===== src/rtl/ddc_pkg.sv =====
package ddc_pkg;

    // register byte addresses
    localparam logic [15:0] DDC_ADDR_PHASE_MSB = 16'h0362;
    localparam logic [15:0] DDC_ADDR_TEST_EN = 16'h0367;
    localparam logic [15:0] DDC_ADDR_MIX_CTRL = 16'h0370;
    localparam logic [15:0] DDC_ADDR_INSEL = 16'h0371;

    // reset values
    localparam logic [7:0] DDC_RST_PHASE_MSB = 8'h00;
    localparam logic [7:0] DDC_RST_TEST_EN = 8'h00;
    localparam logic [7:0] DDC_RST_MIX_CTRL = 8'h00;
    localparam logic [7:0] DDC_RST_INSEL = 8'h04;

    // writable bits per register, the rest read as zero
    localparam logic [7:0] DDC_MASK_PHASE_MSB = 8'hff;
    localparam logic [7:0] DDC_MASK_TEST_EN = 8'h05;
    localparam logic [7:0] DDC_MASK_MIX_CTRL = 8'hff;
    localparam logic [7:0] DDC_MASK_INSEL = 8'hf5;

    // field positions
    localparam int DDC_TEST_Q_BIT = 2;
    localparam int DDC_TEST_I_BIT = 0;
    localparam int DDC_MIX_BIT = 7;
    localparam int DDC_GAIN_BIT = 6;
    localparam int DDC_IF_HI = 5;
    localparam int DDC_IF_LO = 4;
    localparam int DDC_C2R_BIT = 3;
    localparam int DDC_DEC_HI = 2;
    localparam int DDC_DEC_LO = 0;
    localparam int DDC_EXT_HI = 7;
    localparam int DDC_EXT_LO = 4;
    localparam int DDC_INSEL_Q_BIT = 2;
    localparam int DDC_INSEL_I_BIT = 0;

    // sample limits
    localparam logic [15:0] DDC_SMP_MAX = 16'h7fff;
    localparam logic [15:0] DDC_SMP_MIN = 16'h8000;

    // buffer depth
    localparam logic [1:0] DDC_BUF_DEPTH = 2'h2;

    typedef enum logic [1:0] {
        DDC_IF_VAR = 2'b00,
        DDC_IF_ZERO = 2'b01,
        DDC_IF_FS = 2'b10,
        DDC_IF_TEST = 2'b11
    } ddc_if_mode_t;

    typedef enum logic [2:0] {
        DDC_DEC_HB12 = 3'b000,
        DDC_DEC_HB123 = 3'b001,
        DDC_DEC_HB1234 = 3'b010,
        DDC_DEC_HB1 = 3'b011,
        DDC_DEC_HB1_TB = 3'b100,
        DDC_DEC_HB12_TB = 3'b101,
        DDC_DEC_HB123_TB = 3'b110,
        DDC_DEC_EXT = 3'b111
    } ddc_dec_t;

    typedef enum logic [3:0] {
        DDC_EXT_TB_HB1234 = 4'b0000,
        DDC_EXT_FB_HB1 = 4'b0010,
        DDC_EXT_FB_HB12 = 4'b0011,
        DDC_EXT_FB_HB123 = 4'b0100
    } ddc_ext_t;

    // complex-output decimation ratios
    localparam logic [5:0] DDC_R_HB12 = 6'h04;
    localparam logic [5:0] DDC_R_HB123 = 6'h08;
    localparam logic [5:0] DDC_R_HB1234 = 6'h10;
    localparam logic [5:0] DDC_R_HB1 = 6'h02;
    localparam logic [5:0] DDC_R_HB1_TB = 6'h06;
    localparam logic [5:0] DDC_R_HB12_TB = 6'h0c;
    localparam logic [5:0] DDC_R_HB123_TB = 6'h18;
    localparam logic [5:0] DDC_R_TB_HB1234 = 6'h30;
    localparam logic [5:0] DDC_R_FB_HB1 = 6'h0a;
    localparam logic [5:0] DDC_R_FB_HB12 = 6'h14;
    localparam logic [5:0] DDC_R_FB_HB123 = 6'h28;

    typedef struct packed {
        logic [15:0] i;
        logic [15:0] q;
    } ddc_iq_t;

endpackage


===== src/rtl/ddc_decim.sv =====
`timescale 1ns/100ps
module ddc_decim (
    // clock and reset
    input wire logic i_mclk,
    input wire logic i_rst_n,
    // incoming samples
    input wire logic i_valid,
    input wire ddc_pkg::ddc_iq_t i_smp,
    // configuration
    input wire logic [5:0] i_ratio,
    input wire logic i_c2r,
    // outgoing samples
    output logic o_valid,
    output ddc_pkg::ddc_iq_t o_smp
);

    typedef struct packed {
        logic [5:0] cnt;
        logic flip;
        logic valid;
        ddc_pkg::ddc_iq_t smp;
    } ddc_dec_state_t;

    ddc_dec_state_t st_reg;
    ddc_dec_state_t st_next;

    // keep one sample in every ratio; real output flips sign on alternate words
    always_comb begin
        st_next = st_reg;
        st_next.valid = 1'b0;
        if (i_valid) begin
            if ((st_reg.cnt + 6'h01) >= i_ratio) begin
                st_next.cnt = 6'h00;
                st_next.valid = 1'b1;
                st_next.flip = ~st_reg.flip;
                if (i_c2r) begin
                    if (!st_reg.flip) begin
                        st_next.smp.i = i_smp.i;
                    end else if (i_smp.i == ddc_pkg::DDC_SMP_MIN) begin
                        st_next.smp.i = ddc_pkg::DDC_SMP_MAX;
                    end else begin
                        st_next.smp.i = 16'h0000 - i_smp.i;
                    end
                    st_next.smp.q = 16'h0000;
                end else begin
                    st_next.smp = i_smp;
                end
            end else begin
                st_next.cnt = st_reg.cnt + 6'h01;
            end
        end
    end

    // state register
    always_ff @(posedge i_mclk or negedge i_rst_n) begin
        if (!i_rst_n) begin
            st_reg <= '0;
        end else begin
            st_reg <= st_next;
        end
    end

    assign o_valid = st_reg.valid;
    assign o_smp = st_reg.smp;

endmodule


===== src/rtl/ddc_top.sv =====
`timescale 1ns/100ps
// Overview of operation
// - byte register holds phase offset bits 47:40, reset zero
// - test bit 2 routes second downconverter Q from pattern generator B
// - test bit 0 routes second downconverter I from pattern generator A
// - mixer bit 7: clear uses one real channel, set separate channels
// - gain bit 6 set doubles downconverted samples, clear leaves them
// - complex-to-real bit 3 set outputs real I only via fs mixing
// - codes 000,001,010 decimate by 4,8,16 complex, half when real
// - code 011 decimates by 2 complex, 1 when real
// - codes 100,101,110 decimate by 6,12,24 complex, half when real
// - code 111 takes the ratio from the extended field bits 7:4
// - extended field is used only while primary field is all ones
// - extended code 000 decimates by 48 complex, 24 real
// - extended codes 010,011,100 decimate by 10,20,40, half when real
module ddc_top (
    // clock and reset
    input wire logic i_mclk,
    input wire logic i_arst_n,
    // register port
    input wire logic i_reg_wr,
    input wire logic i_reg_rd,
    input wire logic [15:0] i_reg_addr,
    input wire logic [7:0] i_reg_wdata,
    output logic [7:0] o_reg_rdata,
    output logic o_reg_rvalid,
    // converter channel samples for the third downconverter
    input wire logic i_smp_valid,
    input wire logic [15:0] i_cha,
    input wire logic [15:0] i_chb,
    output logic o_smp_ready,
    // decimated output toward the framer
    output logic o_out_valid,
    output ddc_pkg::ddc_iq_t o_out,
    input wire logic i_out_ready,
    // second downconverter output and test patterns
    input wire logic i_dc2_valid,
    input wire ddc_pkg::ddc_iq_t i_dc2,
    input wire logic [15:0] i_pat_a,
    input wire logic [15:0] i_pat_b,
    output logic o_dc2_valid,
    output ddc_pkg::ddc_iq_t o_dc2,
    // configuration seen by the oscillator
    output logic [7:0] o_phase_offset_msb,
    output ddc_pkg::ddc_if_mode_t o_if_mode
);

    typedef struct packed {
        logic [7:0] phase_msb;
        logic [7:0] test_en;
        logic [7:0] mix_ctrl;
        logic [7:0] insel;
        logic [7:0] rdata;
        logic rvalid;
        logic [1:0] cnt;
        ddc_pkg::ddc_iq_t ent0;
        ddc_pkg::ddc_iq_t ent1;
        logic ovalid;
        logic ready;
        logic dc2_valid;
        ddc_pkg::ddc_iq_t dc2;
        ddc_pkg::ddc_if_mode_t if_mode;
    } ddc_state_t;

    ddc_state_t st_reg;
    ddc_state_t st_next;

    logic [1:0] rst_sync_reg;
    logic rst_n;
    logic accept;
    logic [15:0] ch_i;
    logic [15:0] ch_q;
    ddc_pkg::ddc_iq_t mixed;
    logic [5:0] ratio;
    logic dec_valid;
    ddc_pkg::ddc_iq_t dec_smp;
    logic pop;

    // reset release through two flip-flops
    always_ff @(posedge i_mclk or negedge i_arst_n) begin
        if (!i_arst_n) begin
            rst_sync_reg <= 2'b00;
        end else begin
            rst_sync_reg <= {rst_sync_reg[0], 1'b1};
        end
    end
    assign rst_n = rst_sync_reg[1];

    // saturating doubling of one sample
    function automatic logic [15:0] ddc_double(input logic [15:0] s);
        logic [15:0] r;
        r = {s[14:0], 1'b0};
        if (s[15] != s[14]) begin
            r = s[15] ? ddc_pkg::DDC_SMP_MIN : ddc_pkg::DDC_SMP_MAX;
        end
        return r;
    endfunction

    // decimation ratio from the primary and extended fields, halved for real output
    function automatic logic [5:0] ddc_ratio(input logic [2:0] dec, input logic [3:0] ext, input logic c2r);
        logic [5:0] r;
        r = ddc_pkg::DDC_R_TB_HB1234;
        case (dec)
            ddc_pkg::DDC_DEC_HB12: begin
                r = ddc_pkg::DDC_R_HB12;
            end
            ddc_pkg::DDC_DEC_HB123: begin
                r = ddc_pkg::DDC_R_HB123;
            end
            ddc_pkg::DDC_DEC_HB1234: begin
                r = ddc_pkg::DDC_R_HB1234;
            end
            ddc_pkg::DDC_DEC_HB1: begin
                r = ddc_pkg::DDC_R_HB1;
            end
            ddc_pkg::DDC_DEC_HB1_TB: begin
                r = ddc_pkg::DDC_R_HB1_TB;
            end
            ddc_pkg::DDC_DEC_HB12_TB: begin
                r = ddc_pkg::DDC_R_HB12_TB;
            end
            ddc_pkg::DDC_DEC_HB123_TB: begin
                r = ddc_pkg::DDC_R_HB123_TB;
            end
            default: begin
                case (ext)
                    ddc_pkg::DDC_EXT_FB_HB1: begin
                        r = ddc_pkg::DDC_R_FB_HB1;
                    end
                    ddc_pkg::DDC_EXT_FB_HB12: begin
                        r = ddc_pkg::DDC_R_FB_HB12;
                    end
                    ddc_pkg::DDC_EXT_FB_HB123: begin
                        r = ddc_pkg::DDC_R_FB_HB123;
                    end
                    default: begin
                        r = ddc_pkg::DDC_R_TB_HB1234;
                    end
                endcase
            end
        endcase
        // real output halves every ratio
        if (c2r) begin
            r = {1'b0, r[5:1]};
        end
        return r;
    endfunction

    // input select and mixer type
    always_comb begin
        ch_i = st_reg.insel[ddc_pkg::DDC_INSEL_I_BIT] ? i_chb : i_cha;
        ch_q = st_reg.insel[ddc_pkg::DDC_INSEL_Q_BIT] ? i_chb : i_cha;
        if (!st_reg.mix_ctrl[ddc_pkg::DDC_MIX_BIT]) begin
            ch_q = ch_i;
        end
        mixed.i = ch_i;
        mixed.q = ch_q;
        if (st_reg.mix_ctrl[ddc_pkg::DDC_GAIN_BIT]) begin
            mixed.i = ddc_double(ch_i);
            mixed.q = ddc_double(ch_q);
        end
    end

    assign accept = i_smp_valid && st_reg.ready;
    assign ratio = ddc_ratio(st_reg.mix_ctrl[ddc_pkg::DDC_DEC_HI:ddc_pkg::DDC_DEC_LO],
                             st_reg.insel[ddc_pkg::DDC_EXT_HI:ddc_pkg::DDC_EXT_LO],
                             st_reg.mix_ctrl[ddc_pkg::DDC_C2R_BIT]);
    assign pop = st_reg.ovalid && i_out_ready;

    // decimation stage
    ddc_decim u_decim (
        .i_mclk(i_mclk),
        .i_rst_n(rst_n),
        .i_valid(accept),
        .i_smp(mixed),
        .i_ratio(ratio),
        .i_c2r(st_reg.mix_ctrl[ddc_pkg::DDC_C2R_BIT]),
        .o_valid(dec_valid),
        .o_smp(dec_smp)
    );

    // registers, buffer and second downconverter path
    always_comb begin
        st_next = st_reg;
        st_next.rvalid = 1'b0;
        // register writes
        if (i_reg_wr) begin
            case (i_reg_addr)
                ddc_pkg::DDC_ADDR_PHASE_MSB: begin
                    st_next.phase_msb = i_reg_wdata & ddc_pkg::DDC_MASK_PHASE_MSB;
                end
                ddc_pkg::DDC_ADDR_TEST_EN: begin
                    st_next.test_en = i_reg_wdata & ddc_pkg::DDC_MASK_TEST_EN;
                end
                ddc_pkg::DDC_ADDR_MIX_CTRL: begin
                    st_next.mix_ctrl = i_reg_wdata & ddc_pkg::DDC_MASK_MIX_CTRL;
                end
                ddc_pkg::DDC_ADDR_INSEL: begin
                    st_next.insel = i_reg_wdata & ddc_pkg::DDC_MASK_INSEL;
                end
                default: begin
                    st_next.insel = st_reg.insel;
                end
            endcase
        end
        // register reads, unmapped addresses return zero
        if (i_reg_rd) begin
            st_next.rvalid = 1'b1;
            case (i_reg_addr)
                ddc_pkg::DDC_ADDR_PHASE_MSB: begin
                    st_next.rdata = st_reg.phase_msb;
                end
                ddc_pkg::DDC_ADDR_TEST_EN: begin
                    st_next.rdata = st_reg.test_en;
                end
                ddc_pkg::DDC_ADDR_MIX_CTRL: begin
                    st_next.rdata = st_reg.mix_ctrl;
                end
                ddc_pkg::DDC_ADDR_INSEL: begin
                    st_next.rdata = st_reg.insel;
                end
                default: begin
                    st_next.rdata = 8'h00;
                end
            endcase
        end
        st_next.if_mode = ddc_pkg::ddc_if_mode_t'(st_reg.mix_ctrl[ddc_pkg::DDC_IF_HI:ddc_pkg::DDC_IF_LO]);
        // two-entry buffer: pop from the head, push behind it
        case ({dec_valid, pop})
            2'b10: begin
                if (st_reg.cnt == 2'h0) begin
                    st_next.ent0 = dec_smp;
                end else begin
                    st_next.ent1 = dec_smp;
                end
                st_next.cnt = st_reg.cnt + 2'h1;
            end
            2'b01: begin
                st_next.ent0 = st_reg.ent1;
                st_next.cnt = st_reg.cnt - 2'h1;
            end
            2'b11: begin
                if (st_reg.cnt == 2'h1) begin
                    st_next.ent0 = dec_smp;
                end else begin
                    st_next.ent0 = st_reg.ent1;
                    st_next.ent1 = dec_smp;
                end
            end
            default: begin
                st_next.cnt = st_reg.cnt;
            end
        endcase
        st_next.ovalid = (st_next.cnt != 2'h0);
        // accept only if a word in flight still finds a free entry
        st_next.ready = ((st_next.cnt + {1'b0, accept}) < ddc_pkg::DDC_BUF_DEPTH);
        // second downconverter output with test pattern substitution
        st_next.dc2_valid = i_dc2_valid;
        if (i_dc2_valid) begin
            st_next.dc2 = i_dc2;
            if (st_reg.test_en[ddc_pkg::DDC_TEST_I_BIT]) begin
                st_next.dc2.i = i_pat_a;
            end
            if (st_reg.test_en[ddc_pkg::DDC_TEST_Q_BIT]) begin
                st_next.dc2.q = i_pat_b;
            end
        end
    end

    // state register with documented defaults
    always_ff @(posedge i_mclk or negedge rst_n) begin
        if (!rst_n) begin
            st_reg <= '0;
            st_reg.phase_msb <= ddc_pkg::DDC_RST_PHASE_MSB;
            st_reg.test_en <= ddc_pkg::DDC_RST_TEST_EN;
            st_reg.mix_ctrl <= ddc_pkg::DDC_RST_MIX_CTRL;
            st_reg.insel <= ddc_pkg::DDC_RST_INSEL;
            st_reg.if_mode <= ddc_pkg::DDC_IF_VAR;
        end else begin
            st_reg <= st_next;
        end
    end

    // outputs straight from the state register
    assign o_reg_rdata = st_reg.rdata;
    assign o_reg_rvalid = st_reg.rvalid;
    assign o_smp_ready = st_reg.ready;
    assign o_out_valid = st_reg.ovalid;
    assign o_out = st_reg.ent0;
    assign o_dc2_valid = st_reg.dc2_valid;
    assign o_dc2 = st_reg.dc2;
    assign o_phase_offset_msb = st_reg.phase_msb;
    assign o_if_mode = st_reg.if_mode;

endmodule


===== config.mk =====
export PLATFORM = sky130hd
export DESIGN_NAME = ddc_top
export DESIGN_NICKNAME = d
export VERILOG_FILES = /design/src/rtl/ddc_pkg.sv /design/src/rtl/ddc_decim.sv /design/src/rtl/ddc_top.sv
export SDC_FILE = /design/constraint.sdc
export NUM_CORES = 1
export LEC_CHECK = 0
export BUFFER_PORTS_ARGS = -buffer_cell sky130_fd_sc_hd__buf_2
export CORE_ASPECT_RATIO = 0.6
export CORE_MARGIN = 5
export CORE_UTILIZATION = 35
export DETAILED_ROUTE_END_ITERATION = 8
export SLEW_MARGIN = 15
export SYNTH_ARGS = -nofsm -noshare
export SYNTH_HDL_FRONTEND = slang
export SYNTH_SLANG_ARGS = --single-unit

===== constraint.sdc =====
create_clock -name i_mclk -period 6.4 [get_ports i_mclk]
set_clock_uncertainty 0.1 [all_clocks]
set_input_delay 0.96 -clock i_mclk [delete_from_list [all_inputs] [get_ports i_mclk]]
set_output_delay 0.96 -clock i_mclk [all_outputs]
set_load 0.01 [all_outputs]

==> results by group, run 1 <==
Finish
  • Max reg flops: 48
  • Area Overhead vs Synth: 13.4%
  • Cell Count, Final, Fillers Out: 1,461
  • Nets: 1,225
  • Filler instances: 2,742
  • Multi-input gate area: 4530 µm²
  • Ant diodes: 0
  • Layout cells sized above 1: 0.316
  • Sequential Area: 4460 µm²

CTS
  • CTS tree: done
  • Hold Buf Count CTS: 0
  • H-tree depth: 4
  • Clock Sinks: 178
  • Setup bufs post-CTS: 0
  • Post-CTS sizing: 0
  • CTS Buf Count: 17
  • Clock transition at the registers of the reported paths: 0.07 ns
  • Worst skew pair latency: 0.44 ns
  • Longest Clk Path Bufs: 2
  • Root Driver: clkbuf_16

STA
  • Final worst slack: 2.11 ns
  • Max-slew violation count: 0
  • Tcrit/Tclk final: 0.671
  • Relative slew slack: 0.293
  • RSZ-0062 raised after global routing: false
  • Setup TNS: 0 ns
  • Fin crit period: 4.29 ns
  • Setup violations, final: 0
  • Worst-Margin Slew: 1.06 ns
  • Maximum clock rate: 0.233 GHz
  • Endpoints failing hold: 0

Drt
  • Initial DRC count: 541
  • DR pass1 iterations: 5
  • Via density: 5.12
  • Detail Route Antenna Nets: 0
  • Met3 wire length: 1.41 mm
  • WL met1: 13.6 mm
  • Drt wl/cell: 17.9 µm
  • Post-Route WL: 26.2 mm
  • Uppermost layer routed: met4
  • # DRC: 0
  • Detailed-route via count: 7,476
  • WL met2: 10.9 mm

Logic synthesis
  • Synth Area per Inst: 10.1 µm²
  • Syn_nets: 1,127
  • Seq/Total Area, Yosys: 0.450
  • Post-synth cell types: 75
  • Count leader, synth: dfrtp_1
  • Post-synth top cells: dfrtp_1, a21oi_1, nor2_1
  • Area leader, netlist: dfrtp_1
  • Top cell type's share of synthesized area: 0.448
  • Synth Flop Type: dfrtp_1
  • Post-synth EDFFs: 0
  • Flops & latches, synth: 178
  • Mapped Area: 9890 µm²
  • Cells after Synth: 984
  • Asr flop ratio synth: 1.00
  • Warnings, synthesis: 0
  • Synth area leaders: dfrtp_1, mux2_2, buf_4, mux2i_1, a21oi_1

Pwr
  • Overall Power: 4.07 mW
  • Peak supply drop: 0.185 mV
  • Leakage Power: 5.05 nW
  • PwrDens: 363 nW/µm²

Global route
  • Antenna violations before repair: 0
  • GR Util All Layers: 0.166
  • Number of global-route vias before repair: 7,280
  • First-pass GRT wire length: 41.7 mm
  • Total congestion overflow: 0
  • Largest net degree at the start of global routing: 69

Setup path
  • CP Capture Type: register
  • Worst Path Required: 6.63 ns
  • CP startpoint: st_reg[121]
  • Reg2reg start: st_reg[121]
  • Kind of critical path: register to register
  • CP arrival: 4.52 ns
  • Critical Path Fanout Max: 21
  • CP startpoint kind: register

Die
  • Horizontal die dimension: 227 µm
  • Initial Utilization: 0.357
  • Die H: 140 µm
  • Core Area: 27,700 µm²
  • I/O Pins: 213
  • Die area: 31,800 µm²
  • Row count: 47

Place
  • DP Worst Slack: 1.99 ns
  • Hpwl dp: 20.1 mm
  • Port bufs: 212
  • Post-placement cell count: 1,430
  • RePlAce Congestion: 0.913

Hold path
  • Worst min path class: input port to asynchronous set/reset pin

Outcome
  • Status: complete, no violations

Run
  • Max-Cap Viols: 0
[final timing paths]
path | end | cells past startpoint | slack (ns)
max in group asynchronous | u_decim.o_smp[18] | 1 | 4.51
setup / recovery | u_decim.o_smp[28] | 12 | 2.11
hold reg to reg | rst_sync_reg[1] | 0 | 0.26
min in group i_mclk | rst_sync_reg[1] | 0 | 0.26
setup reg to reg | u_decim.o_smp[28] | 12 | 2.11
hold / removal | rst_sync_reg[0] | 1 | 0.19
[layer usage]
metal  vias to the layer above  track usage
met5                         -            0
met4                         0       0.0308
met3                        11       0.0473
met2                       153        0.227
met1                      3645        0.259
li1                       3667            -
[per-stage QoR]
step / area [µm²] / utilization / hold slack (ns)
2_1_floorplan: 9890 / - / 0.231
3_3_place_gp: 10600 / 0.384 / 0.235
3_5_place_dp: 10600 / 0.384 / 0.241
4_1_cts: 11200 / 0.405 / 0.156
5_1_grt: 11200 / 0.405 / 0.165
6_report: 11200 / 0.405 / 0.190
[cell families (layout without fill, tap and decap cells)]
logic type               Yosys count  count (layout)  share of synthesized area
multiplexers                     132             132                      0.144
AND/OR/NAND/NOR                  216             216                     0.0989
adder cells (fa/ha/maj)           16              16                     0.0202
other                              1               1                   0.000379
XOR/XNOR                          10              10                    0.00885
flip-flops                       178             178                      0.450
buffers and inverters            158             268                     0.0949
AO/OA/AOI/OAI                    273             273                      0.182
[layout by cell type (no fill, tap or decap), types with 5 or more instances in the layout]
cell type / Yosys / final
nand2_1: 61 / 61
buf_2: 6 / 212
a22oi_1: 39 / 39
nand3_1: 11 / 11
mux2i_1: 60 / 60
a2bb2oi_1: 5 / 5
nor2_1: 100 / 100
a21oi_1: 106 / 103
o21ai_0: 38 / 38
dfrtp_1: 177 / 175
o31ai_1: 7 / 7
nor3_1: 6 / 6
a211oi_1: 8 / 8
a31oi_1: 7 / 7
ha_1: 16 / 16
xnor2_1: 7 / 7
clkbuf_16: 0 / 17
nor2b_1: 5 / 5
a22o_1: 20 / 20
a21o_1: 6 / 6
buf_4: 83 / 7
inv_1: 17 / 17
nor4_1: 5 / 5
mux2_2: 68 / 68
[power breakdown]
group          leakage (nW)  switching [mW]  internal (mW)  total, mW
Sequential             2.18           0.231           1.47       1.71
Clock                 0.285           0.466          0.591       1.06
Combinational          2.59           0.720          0.591       1.31
[critical path, cell delays in order, from the launching register on]
cell and delay [ns]:
dfrtp_1 0.56, nand3_1 0.16, nor4_1 0.57, o21ai_0 0.16, nand2_1 0.10, nand2_1 0.05, a21oi_1 0.16, ha_1 0.26
a21oi_1 0.12, o21ai_0 0.15, a21oi_2 0.85, clkinv_1 0.53, mux2_2 0.40
[final cells by class]
type	instances	share of cell area
repair buffers	219	0.0993
inverters	18	0.00602
clock inverters	13	0.0136
flip-flops and latches	178	0.398
well taps	367	0.0409
clock buffers	18	0.0391
multi-input cells	648	0.403
(Power assumes the default switching activity.)
==> inputs of run 2 (changes only) <==
ABC_AREA = 1   (was default)
clock period = 3.6 ns   (was 6.4 ns; I/O delays follow)
==> results by group, run 2 <==
Logic synthesis
  • Largest family of logic cells by synthesized area: simple AND/OR/NAND/NOR gates (was compound AO/OA/AOI/OAI gates)
  • Flops & latches, synth: 178 (unchanged)
  • Simple-gate portion of the synthesized area: 0.206 (was 0.0989)
  • Count leader, synth: nand2_1 (was dfrtp_1)
  • Asr flop ratio synth: 1.00 (unchanged)
  • Compound-Gate Fraction of Synth Area: 0.155 (was 0.182)
  • Post-synth cell types: 43 (was 75)
  • Synth area leaders: dfrtp_1, nand2_1, o21ai_0, buf_4, inv_1 (was dfrtp_1, mux2_2, buf_4, mux2i_1, a21oi_1)
  • Area leader, netlist: dfrtp_1 (unchanged)
  • Seq/Total Area, Yosys: 0.440 (was 0.450)
  • Synth Area per Inst: 7.85 µm² (was 10.1 µm²)
  • Mapped Area: 10,100 µm² (was 9890 µm²)
  • Xor and xnor area share after synthesis: 0.0112 (was 0.00885)
  • Post-synthesis mux area share: 0.0356 (was 0.144)
  • Synth Area in Adders: 0.0198 (was 0.0202)
  • Post-synth top cells: nand2_1, dfrtp_1, o21ai_0 (was dfrtp_1, a21oi_1, nor2_1)
  • Post-synth EDFFs: 0 (unchanged)
  • Synth Flop Type: dfrtp_1 (unchanged)
  • Top cell type's share of synthesized area: 0.437 (was 0.448)
  • Syn_nets: 1,434 (was 1,127)
  • Cells after Synth: 1,291 (was 984)
  • Warnings, synthesis: 0 (unchanged)

Global route
  • GR Util All Layers: 0.178 (was 0.166)
  • First-pass GRT wire length: 46.6 mm (was 41.7 mm)
  • Number of global-route vias before repair: 8,425 (was 7,280)
  • Antenna violations before repair: 4 (was 0)
  • Largest net degree at the start of global routing: 177 (was 69)
  • Total congestion overflow: 0 (unchanged)

Place
  • Hpwl dp: 22.2 mm (was 20.1 mm)
  • Post-placement cell count: 1,754 (was 1,430)
  • Port bufs: 212 (unchanged)
  • RePlAce Congestion: 0.966 (was 0.913)
  • DP Worst Slack: 0.461 ns (was 1.99 ns)
  • Placed standard-cell area: 11,000 µm² (was 10,600 µm²)

Setup path
  • CP startpoint kind: register (unchanged)
  • Delay-heaviest family, CP: simple AND/OR/NAND/NOR gates (was compound AO/OA/AOI/OAI gates)
  • Worst Path Required: 3.85 ns (was 6.63 ns)
  • R2R Setup Slk: 0.39 ns (was 2.11 ns)
  • Kind of critical path: register to register (unchanged)
  • Max incr delay on CP: 0.63 ns (was 0.85 ns)
  • Buffers & Inverters on Critical Path: 5 (was 1)
  • CP Capture Type: register (unchanged)
  • CP startpoint: st_reg[112] (was st_reg[121])
  • CP arrival: 3.46 ns (was 4.52 ns)
  • Cells along the critical path: inv_1, nand2_1, nand2_1, inv_1, ha_1, inv_1, nand3_2, nand3_1, nand2_1, ha_1, nand2_2, nor2_4, nand2_2, nor2_4, nand2_2, nand2_4, inv_4, nand2_2, nand2_1, inv_1 (was nand3_1, nor4_1, o21ai_0, nand2_1, nand2_1, a21oi_1, ha_1, a21oi_1, o21ai_0, a21oi_2, clkinv_1, mux2_2)
  • Reg2reg start: st_reg[112] (was st_reg[121])
  • Critical Path Fanout Max: 14 (was 21)
  • Slowest-stage cell, CP: dfrtp_1 (was a21oi_2)

Drt
  • DR pass1 iterations: 9 (was 5)
  • Post-Route WL: 29.0 mm (was 26.2 mm)
  • Met3 wire length: 2.26 mm (was 1.41 mm)
  • Initial DRC count: 856 (was 541)
  • Uppermost layer routed: met5 (was met4)
  • # DRC: 0 (unchanged)
  • Detailed-route via count: 8,901 (was 7,476)
  • WL met1: 14.3 mm (was 13.6 mm)
  • Detail Route Antenna Nets: 0 (unchanged)
  • Drt wl/cell: 16.2 µm (was 17.9 µm)
  • WL met2: 12.1 mm (was 10.9 mm)
  • Via density: 4.98 (was 5.12)

STA
  • Fin crit period: 3.21 ns (was 4.29 ns)
  • Worst-Margin Slew: 0.988 ns (was 1.06 ns)
  • Relative slew slack: 0.342 (was 0.293)
  • Tcrit/Tclk final: 0.891 (was 0.671)
  • Maximum clock rate: 0.312 GHz (was 0.233 GHz)
  • Setup violations, final: 0 (unchanged)
  • Hold slack final: 0.185 ns (was 0.190 ns)
  • Endpoints failing hold: 0 (unchanged)
  • RSZ-0062 raised after global routing: false (unchanged)
  • Final worst slack: 0.393 ns (was 2.11 ns)
  • Setup TNS: 0 ns (unchanged)
  • Max-slew violation count: 0 (unchanged)

Hold path
  • Hold Startpoint: i_reg_rd
  • Worst min path class: input port to register (was input port to asynchronous set/reset pin)

CTS
  • Setup bufs post-CTS: 0 (unchanged)
  • H-tree depth: 4 (unchanged)
  • Clock transition at the registers of the reported paths: 0.07 ns (about the same)
  • Post-CTS sizing: 0 (unchanged)
  • Hold Buf Count CTS: 1 (was 0)
  • CTS tree: done (unchanged)
  • Longest Clk Path Bufs: 2 (unchanged)
  • Worst skew pair latency: 0.45 ns (was 0.44 ns)
  • CTS Buf Count: 17 (unchanged)
  • Root Driver: clkbuf_16 (unchanged)
  • Clock Sinks: 178 (unchanged)

Die
  • Row count: 48 (was 47)
  • Horizontal die dimension: 230 µm (was 227 µm)
  • I/O Pins: 213 (unchanged)
  • Die H: 142 µm (was 140 µm)
  • Core Area: 28,600 µm² (was 27,700 µm²)
  • Die area: 32,600 µm² (was 31,800 µm²)
  • Initial Utilization: 0.354 (was 0.357)

Pwr
  • PwrDens: 646 nW/µm² (was 363 nW/µm²)
  • Overall Power: 7.50 mW (was 4.07 mW)
  • Peak supply drop: 0.253 mV (was 0.185 mV)
  • Leakage Power: 5.79 nW (was 5.05 nW)

Run
  • Max-Cap Viols: 0 (unchanged)

Finish
  • Layout cells sized above 1: 0.237 (was 0.316)
  • Most common cell after layout, fill and taps aside: nand2_1 (was buf_2)
  • Cell Count, Final, Fillers Out: 1,788 (was 1,461)
  • Final instance area: 11,600 µm² (was 11,200 µm²)
  • Finished Core Util: 0.406 (was 0.405)
  • Nets: 1,542 (was 1,225)
  • Area Overhead vs Synth: 14.6% (was 13.4%)
  • Max reg flops: 48 (unchanged)
  • Most frequent cells in the layout: nand2_1, buf_2, o21ai_0, dfrtp_1, inv_1 (was buf_2, dfrtp_1, a21oi_1)

Outcome
  • Status: complete, no violations (unchanged)
[run 2: changes by cell type in the layout (fill, tap and decap cells not counted), moves of 8 or more]
| cell | previous run | this run |
|---|---|---|
| o22ai_1 | 4 | 12 |
| nand2_1 | 61 | 303 |
| nand3_1 | 11 | 60 |
| nand2_2 | 0 | 14 |
| a21oi_1 | 103 | 35 |
| a22oi_1 | 39 | 0 |
| mux2i_1 | 60 | 0 |
| inv_1 | 17 | 118 |
| a22o_1 | 20 | 0 |
| o21ai_0 | 38 | 176 |
| mux2_2 | 68 | 32 |
| a31oi_1 | 7 | 34 |
[run 2: cells by family (layout without fill, tap and decap cells)]
family | count (synthesis) | count (layout)
buf+inv | 267 | 388
mux | 32 | 32
compound gates | 288 | 288
fa+ha+maj | 16 | 16
other cells | 1 | 2
flops | 178 | 178
simple gates | 496 | 496
xor+xnor | 13 | 13
[run 2: area by class of cell]
cell class	count	area [µm²]
multi-input cells	846	4350
well taps	375	469
flip-flops and latches	178	4460
diodes	1	2.50
inverters	125	472
repair buffers	231	1260
clock buffers	17	425
fillers	2898	17000
clock inverters	15	183
[run 2: routing by layer]
layer	GRT usage	vias to the layer above
met5	0	-
met4	0.0424	6
met3	0.0516	29
met2	0.252	308
met1	0.268	4199
li1	-	4359
[run 2: where the power goes]
group,switching [mW],leakage [nW],internal [mW]
clock,0.915,0.297,0.998
combinational,1.56,3.30,1.12
sequential,0.284,2.20,2.63
total,2.76,5.79,4.75
[run 2: worst register-to-register path, stage by stage, from the launching register on]
cell	delay, ns
dfrtp_1	0.63
inv_1	0.11
nand2_1	0.11
nand2_1	0.14
inv_1	0.17
ha_1	0.26
inv_1	0.07
nand3_2	0.27
nand3_1	0.20
nand2_1	0.11
ha_1	0.25
nand2_2	0.10
nor2_4	0.05
nand2_2	0.08
nor2_4	0.05
nand2_2	0.06
nand2_4	0.10
inv_4	0.14
nand2_2	0.05
nand2_1	0.06
inv_1	0.03
[run 2: path summary, 6_finish.rpt]
path | end | depth (start not counted)
min | o_reg_rvalid | 1
max | u_decim.o_smp[16] | 20
min reg2reg | rst_sync_reg[1] | 0
min in group asynchronous | rst_sync_reg[1] | 2
max in group asynchronous | o_dc2[9] | 1
max reg2reg | u_decim.o_smp[16] | 20
